`src/hdl/vout_target_defs.vh`:
```
// Command codes, reset values and limits of the output voltage target bank
`ifndef VOUT_TARGET_DEFS_VH
`define VOUT_TARGET_DEFS_VH

// ----------------------------------------------------------------
// Command codes
// ----------------------------------------------------------------
`define CMD_NOMINAL_SETPOINT   8'h21
`define CMD_OUTPUT_TRIM_OFFSET 8'h22
`define CMD_OUTPUT_UPPER_LIMIT 8'h24
`define CMD_MARGIN_HIGH_SETPT  8'h25
`define CMD_MARGIN_LOW_SETPT   8'h26
`define CMD_OUTPUT_SLEW_RATE   8'h27
`define CMD_LOAD_LINE_DROOP    8'h28
`define CMD_OUTPUT_LOWER_LIMIT 8'h2b
`define CMD_COMMIT_STAGED      8'he7

// ----------------------------------------------------------------
// Reset values
// ----------------------------------------------------------------
`define RST_NOMINAL_SETPOINT   16'h0384
`define RST_OUTPUT_TRIM_OFFSET 16'h0000
`define RST_OUTPUT_UPPER_LIMIT 16'h08fc
`define RST_MARGIN_HIGH_SETPT  16'h0640
`define RST_MARGIN_LOW_SETPT   16'h00fa
`define RST_OUTPUT_SLEW_RATE   16'h0064
`define RST_LOAD_LINE_DROOP    16'h0000
`define RST_OUTPUT_LOWER_LIMIT 16'h0000

// ----------------------------------------------------------------
// Ranges
// ----------------------------------------------------------------
`define TRIM_LIMIT_MV          16'h00fa
`define UPPER_LIMIT_MAX_MV     16'h0b22
`define SLEW_MIN_COUNT         16'h0001
`define SLEW_MAX_COUNT         16'h03e8
`define DROOP_MAX_COUNT        16'h0640

// ----------------------------------------------------------------
// Set point source select
// ----------------------------------------------------------------
`define SRC_NOMINAL            2'h0
`define SRC_MARGIN_LOW         2'h1
`define SRC_MARGIN_HIGH        2'h2

`endif

```
`src/hdl/vout_target_regs.v`:
```
// Paged output voltage target registers with staged slew and droop
`timescale 1ns/10ps
`default_nettype none
`include "vout_target_defs.vh"

module vout_target_regs #(
	parameter PAGES  = 2,
	parameter PAGE_W = 1
) (
	// Clock and reset
	input  wire                  mclk,
	input  wire                  rst_b,
	// Command port from the serial bus engine
	input  wire                  cmdWrite,
	input  wire                  cmdRead,
	input  wire [7:0]            cmdCode,
	input  wire [PAGE_W-1:0]     cmdPage,
	input  wire [15:0]           cmdWrData,
	output reg  [15:0]           cmdRdData,
	output reg                   cmdRdValid,
	output reg                   cmdUnknown,
	// Set point source per page, two bits each
	input  wire [2*PAGES-1:0]    spSource,
	// Regulator loop settings per page, sixteen bits each
	output reg  [16*PAGES-1:0]   targetMv,
	output reg  [16*PAGES-1:0]   slewActive,
	output reg  [16*PAGES-1:0]   droopActive
);

	// ----------------------------------------------------------------
	// Storage
	// ----------------------------------------------------------------
	reg [15:0] nomMem   [0:PAGES-1];
	reg [15:0] trimMem  [0:PAGES-1];
	reg [15:0] upperMem [0:PAGES-1];
	reg [15:0] mhMem    [0:PAGES-1];
	reg [15:0] mlMem    [0:PAGES-1];
	reg [15:0] slewMem  [0:PAGES-1];
	reg [15:0] droopMem [0:PAGES-1];
	reg [15:0] lowerMem [0:PAGES-1];

	integer i;

	// ----------------------------------------------------------------
	// Write range limits
	// ----------------------------------------------------------------
	// Write values held to their legal ranges on entry, so a
	// readback shows what the loop will really use, save a lower limit set above the upper limit
	wire [15:0] upperWr;
	wire [15:0] slewWr;
	wire [15:0] droopWr;
	wire [15:0] trimWr;
	wire        trimNeg;

	assign upperWr = (cmdWrData > `UPPER_LIMIT_MAX_MV) ?
		`UPPER_LIMIT_MAX_MV : cmdWrData;
	assign slewWr = (cmdWrData < `SLEW_MIN_COUNT) ? `SLEW_MIN_COUNT :
		((cmdWrData > `SLEW_MAX_COUNT) ?
		`SLEW_MAX_COUNT : cmdWrData);
	assign droopWr = (cmdWrData > `DROOP_MAX_COUNT) ?
		`DROOP_MAX_COUNT : cmdWrData;
	assign trimNeg = cmdWrData[15];
	assign trimWr = trimNeg ?
		(((16'h0000 - cmdWrData) > `TRIM_LIMIT_MV) ?
		(16'h0000 - `TRIM_LIMIT_MV) : cmdWrData) :
		((cmdWrData > `TRIM_LIMIT_MV) ?
		`TRIM_LIMIT_MV : cmdWrData);

	// ----------------------------------------------------------------
	// Command decode
	// ----------------------------------------------------------------
	reg        known;
	reg [15:0] rdSel;

	always @*
	begin
		known = 1'b1;
		rdSel = 16'h0000;
		case (cmdCode)
			`CMD_NOMINAL_SETPOINT:   rdSel = nomMem[cmdPage];
			`CMD_OUTPUT_TRIM_OFFSET: rdSel = trimMem[cmdPage];
			`CMD_OUTPUT_UPPER_LIMIT: rdSel = upperMem[cmdPage];
			`CMD_MARGIN_HIGH_SETPT:  rdSel = mhMem[cmdPage];
			`CMD_MARGIN_LOW_SETPT:   rdSel = mlMem[cmdPage];
			`CMD_OUTPUT_SLEW_RATE:   rdSel = slewMem[cmdPage];
			`CMD_LOAD_LINE_DROOP:    rdSel = droopMem[cmdPage];
			`CMD_OUTPUT_LOWER_LIMIT: rdSel = lowerMem[cmdPage];
			`CMD_COMMIT_STAGED:      rdSel = 16'h0000;
			default:                 known = 1'b0;
		endcase
	end

	always @(posedge mclk or negedge rst_b)
	begin
		if (!rst_b)
		begin
			for (i = 0; i < PAGES; i = i + 1)
			begin
				nomMem[i]   <= `RST_NOMINAL_SETPOINT;
				trimMem[i]  <= `RST_OUTPUT_TRIM_OFFSET;
				upperMem[i] <= `RST_OUTPUT_UPPER_LIMIT;
				mhMem[i]    <= `RST_MARGIN_HIGH_SETPT;
				mlMem[i]    <= `RST_MARGIN_LOW_SETPT;
				slewMem[i]  <= `RST_OUTPUT_SLEW_RATE;
				droopMem[i] <= `RST_LOAD_LINE_DROOP;
				lowerMem[i] <= `RST_OUTPUT_LOWER_LIMIT;
			end
			cmdRdData  <= 16'h0000;
			cmdRdValid <= 1'b0;
			cmdUnknown <= 1'b0;
		end
		else
		begin
			cmdRdValid <= cmdRead;
			cmdRdData  <= cmdRead ? rdSel : 16'h0000;
			cmdUnknown <= (cmdRead | cmdWrite) & ~known;
			if (cmdWrite)
			begin
				// Each page keeps its own copy
				case (cmdCode)
					`CMD_NOMINAL_SETPOINT:
						nomMem[cmdPage] <= cmdWrData;
					`CMD_OUTPUT_TRIM_OFFSET:
						trimMem[cmdPage] <= trimWr;
					`CMD_OUTPUT_UPPER_LIMIT:
						upperMem[cmdPage] <= upperWr;
					`CMD_MARGIN_HIGH_SETPT:
						mhMem[cmdPage] <= cmdWrData;
					`CMD_MARGIN_LOW_SETPT:
						mlMem[cmdPage] <= cmdWrData;
					`CMD_OUTPUT_SLEW_RATE:
						slewMem[cmdPage] <= slewWr;
					`CMD_LOAD_LINE_DROOP:
						droopMem[cmdPage] <= droopWr;
					`CMD_OUTPUT_LOWER_LIMIT:
						lowerMem[cmdPage] <= cmdWrData;
					default:
						;
				endcase
			end
		end
	end

	// ----------------------------------------------------------------
	// Staged settings and target per page
	// ----------------------------------------------------------------
	// Commit carries no page; it applies every page at once so
	// that both outputs change rate and droop on the same edge
	wire commit;

	assign commit = cmdWrite & (cmdCode == `CMD_COMMIT_STAGED);

	// Target is registered; a write shows on it one edge later

	genvar g;
	generate
		for (g = 0; g < PAGES; g = g + 1)
		begin : pageGen
			reg  [15:0]        spSel;
			wire signed [17:0] sum;
			wire [15:0]        sumPos;
			wire [15:0]        belowUpper;
			wire [15:0]        tgtNxt;

			always @*
			begin
				case (spSource[2*g+1:2*g])
					`SRC_MARGIN_LOW:  spSel = mlMem[g];
					`SRC_MARGIN_HIGH: spSel = mhMem[g];
					default:          spSel = nomMem[g];
				endcase
			end

			// Trim first, then clamp; the upper limit wins a conflict
			assign sum = $signed({2'b00, spSel}) +
				$signed({{2{trimMem[g][15]}}, trimMem[g]});
			assign sumPos = sum[17] ? 16'h0000 :
				(sum[16] ? 16'hffff : sum[15:0]);
			assign belowUpper = (sumPos > upperMem[g]) ?
				upperMem[g] : sumPos;
			assign tgtNxt = (belowUpper < lowerMem[g]) ?
				((lowerMem[g] > upperMem[g]) ? upperMem[g] : lowerMem[g])
				: belowUpper;

			always @(posedge mclk or negedge rst_b)
			begin
				if (!rst_b)
				begin
					targetMv[16*g+15:16*g]    <= `RST_NOMINAL_SETPOINT;
					slewActive[16*g+15:16*g]  <= `RST_OUTPUT_SLEW_RATE;
					droopActive[16*g+15:16*g] <= `RST_LOAD_LINE_DROOP;
				end
				else
				begin
					targetMv[16*g+15:16*g] <= tgtNxt;
					// Loop sees new rate and droop only on commit
					if (commit)
					begin
						slewActive[16*g+15:16*g]  <= slewMem[g];
						droopActive[16*g+15:16*g] <= droopMem[g];
					end
				end
			end
		end
	endgenerate

endmodule // vout_target_regs
`default_nettype wire

```
`config.mk`:
```
export PLATFORM = sky130hd
export DESIGN_NAME = vout_target_regs
export DESIGN_NICKNAME = d
export VERILOG_FILES = /design/src/hdl/vout_target_regs.v
export VERILOG_INCLUDE_DIRS = /design/src /design/src/hdl
export SDC_FILE = /design/constraint.sdc
export NUM_CORES = 1
export LEC_CHECK = 0
export BUFFER_PORTS_ARGS = -buffer_cell sky130_fd_sc_hd__buf_4
export CAP_MARGIN = 20
export CORE_ASPECT_RATIO = 0.75
export CORE_MARGIN = 5
export CORE_UTILIZATION = 29
export DETAILED_ROUTE_END_ITERATION = 16
export PLACE_DENSITY = 0.52
export SYNTH_ARGS = -nofsm -noshare
export SYNTH_HDL_FRONTEND = slang
export SYNTH_SLANG_ARGS = --single-unit
```
`constraint.sdc`:
```
create_clock -name mclk -period 9.7 [get_ports mclk]
set_clock_uncertainty 0.2 [all_clocks]
set_input_delay 0.97 -clock mclk [delete_from_list [all_inputs] [get_ports mclk]]
set_output_delay 0.97 -clock mclk [all_outputs]
set_load 0.05 [all_outputs]
```
==> flow_metrics.env <==
export IMPL_slowest_stage="ha_1"
export IMPL_min_path_type="in -> async"
export IMPL_core_area_mm2=0.0720
export IMPL_netlist_area_mm2=0.0211
export IMPL_h_tree_depth=2
export IMPL_max_clock_path_buffers=3
export IMPL_pwr_share_seq_pct=41.8
export IMPL_finalCritPeriodShare_pct=88.8
export IMPL_synth_seq_cells=370
export IMPL_fmax_mhz=116
export IMPL_maxSlewViolCount=0
export IMPL_period_minus_slack_ns=8.62
export IMPL_ys_seq_area_share_pct=44.2
export IMPL_status="complete, no violations"
export IMPL_synthFlopType="dfrtp_1"
export IMPL_drive_gt1_share_pct=23.8
export IMPL_cts_root_buf="clkbuf_16"
export IMPL_crit_type="in -> reg"
export IMPL_finalHoldViolCount=0
export IMPL_area_growth_pct=16.8
export IMPL_dp_cells=3124
export IMPL_synthArstFlopShare_pct=100
export IMPL_num_vias=17700
export IMPL_area_sequential_mm2=0.00933
export IMPL_leakage_nw=11.7
export IMPL_switching_share_pct=30.1
export IMPL_clock_power_share_pct=41.9
export IMPL_worst_slew_pin_slew_ns=1.07
export IMPL_antenna_found_initial=6
export IMPL_power_density_mw_per_mm2=162
export IMPL_p_int_mw=2.80
export IMPL_drtAntennaViolNets=0
export IMPL_io_buffers=146
export IMPL_grt_pass1_vias=17200
export IMPL_multiInputGateArea_mm2=0.0110
export IMPL_clock_sinks=370
export IMPL_ctsHoldBuffers=0
export IMPL_end_kind="flip-flop"
export IMPL_n_fill_cell=7302
export IMPL_wl_per_cell_um=25.6
export IMPL_slew_headroom_pct=26.6
export IMPL_yosysUniqueCellTypes=76
export IMPL_setup_violations=0
export IMPL_die_area_mm2=0.0784
export IMPL_syn_nets=2294
export IMPL_grt_util_all_layers_pct=20.2
export IMPL_cpPeakStageDelay_ns=0.89
export IMPL_path_clk_slew_ns=0.06
export IMPL_cts_tree="built"
export IMPL_clk_latency_ns=0.60
export IMPL_critical_path_max_fanout=32
export IMPL_arrival_ns=8.88
export IMPL_irDropWorstVdd_v=0.000109
export IMPL_final_nets=2384
export IMPL_numCtsBuffers=42
export IMPL_pin_count=147
export IMPL_p_sw_mw=1.21
export IMPL_hpwl_um=60800
export IMPL_die_h_um=244
export IMPL_postCtsSetupRepairBufs=0
export IMPL_overflow=0
export IMPL_final_cells=3207
export IMPL_syn_instance_count=2125
export IMPL_combPwrFrac_pct=16.2
export IMPL_reg2reg_slack_ns=1.92
export IMPL_cts_resized=0
export IMPL_drc=0
export IMPL_dr_pass1_iters=6
export IMPL_drtIter0Drc=1723
export IMPL_dieWidth_um=322
export IMPL_required_ns=9.96
export IMPL_cap_violations=0
export IMPL_synth_edf_count=0
export IMPL_grt_pass1_wl_um=119000
export IMPL_rows=85
export IMPL_startpoint_type="input pin"
export IMPL_ys_warn_count=0
export IMPL_grt_max_degree=126
export IMPL_syn_avg_cell_area_um2=9.94
export IMPL_wl_um=82100
export IMPL_fin_setup_tns_ns=0
export IMPL_initial_utilization_pct=29.3
export IMPL_rsz0062_at_grt="false"
export IMPL_viasPerCell=5.52
export IMPL_place_gp_congestion=0.952
export IMPL_fin_util_pct=34.2
==> state kept, by name, summed over array words and instances (netlist names) <==
register,flops
droopActive,32
droopMem,32
lowerMem,32
mhMem,32
mlMem,32
nomMem,32
slewActive,32
slewMem,32
targetMv,32
trimMem,32
upperMem,32
cmdRdData,16
cmdRdValid,1
cmdUnknown,1
==> kinds of logic (layout without fill, tap and decap cells) <==
| family | count (synthesis) | after routing | synth area share (%) |
|---|---|---|---|
| AOI/OAI and AO/OA | 598 | 598 | 17.8 |
| and+or+nand+nor | 526 | 526 | 11.5 |
| DFF | 370 | 370 | 44.2 |
| muxes | 252 | 252 | 13.2 |
| buffers and inverters | 213 | 337 | 3.98 |
| adders and majority gates | 136 | 136 | 8.13 |
| xor gates and xnor gates | 30 | 30 | 1.24 |
| other | 0 | 1 | 0 |
==> layout make-up <==
type | count | share of cell area, %
diodes | 1 | 0.0102
clock buffers | 56 | 4.88
clock inverters | 22 | 1.00
inverters | 85 | 1.29
multi-input cells | 1542 | 44.6
flip-flops and latches | 370 | 37.9
well taps | 957 | 4.86
repair buffers | 174 | 5.52
==> worst max-delay path: cells and delay by family <==
kind                     cells  cell delay [ns]
adder cells (fa/ha/maj)      4             2.04
buffers and inverters        3             0.33
AND/OR/NAND/NOR              4             1.31
AO/OA/AOI/OAI               17             3.80
multiplexers                 1             0.39
==> layout by cell type, fill, tap and decap left out, drive strengths merged, types with 13 or more instances in the layout <==
cell    instances
xnor2          13
a21o           55
o22ai          23
a221oi         27
nor2b          19
nor3           22
nand4          32
and3           13
clkbuf         56
mux2i          51
inv            89
and2           28
dfrtp         310
mux2          201
buf           174
dfstp          60
nand2         243
a22oi          87
nor2          100
a21oi         117
o21ai         219
nand3          32
xor2           17
ha            134
==> worst paths after layout <==
check                             start             to  depth (start not counted)
max                         spSource[2]   targetMv[27]                         29
min                               rst_b  slewActive[3]                          1
max reg2reg                    mlMem[1]   targetMv[27]                         27
min reg2reg                upperMem[19]   upperMem[19]                          2
max in group asynchronous         rst_b      mhMem[30]                          3
min in group mclk          upperMem[19]   upperMem[19]                          2
==> through the flow <==
step | cell area [um^2] | setup WS [ns] | hold WS (ns) | power [mW]
4_1_cts | 24600 | 1.17 | 0.283 | 4.04
2_1_floorplan | 21100 | 1.25 | 0.257 | 2.08
3_5_place_dp | 23100 | 0.547 | 0.284 | 2.34
6_report | 24700 | 1.08 | 0.279 | 4.00
3_3_place_gp | 23100 | 0.564 | 0.267 | 2.33
5_1_grt | 24600 | 0.543 | 0.304 | 4.16
==> cell usage after synthesis (8+ instances only) <==
cell,n,area (um^2)
dfrtp_1,310,7760
a211oi_1,9,67.6
ha_1,134,1680
nand2_1,241,905
a21oi_1,116,581
mux2_2,194,2180
nand3_1,31,155
xor2_1,17,149
o21ai_0,212,1060
o22ai_1,23,144
a31oi_1,10,62.6
xnor2_1,13,114
buf_1,8,30.0
a221oi_1,26,228
nor3_1,21,105
dfstp_2,60,1580
a2111oi_0,8,70.1
clkbuf_1,107,402
inv_1,85,319
a22oi_1,87,653
nand4_1,32,200
mux2i_1,51,510
buf_2,8,40.0
a21o_1,55,413
nor2b_1,19,119
nand2b_1,8,50.1
and3_1,13,81.3
and2_1,28,175
nor2_1,98,368
==> layer usage <==
layer  GRT usage [%]  part of all wire [%]  vias to the layer above
met5               0                 0.050                        -
met1            30.6                    47                     8847
met4            5.21                   2.5                        6
li1                -                     -                     7871
met3            7.19                    12                      114
met2            27.0                    39                      866
==> power by group through the flow <==
stage	clock network [mW]	logic (mW)	registers (mW)
2_1_floorplan	0	0.266	1.81
3_3_place_gp	0	0.623	1.70
3_5_place_dp	0	0.640	1.70
4_1_cts	1.72	0.644	1.68
5_1_grt	1.78	0.696	1.68
6_report	1.68	0.650	1.68
Note: power is estimated with default switching activity, not from simulation.
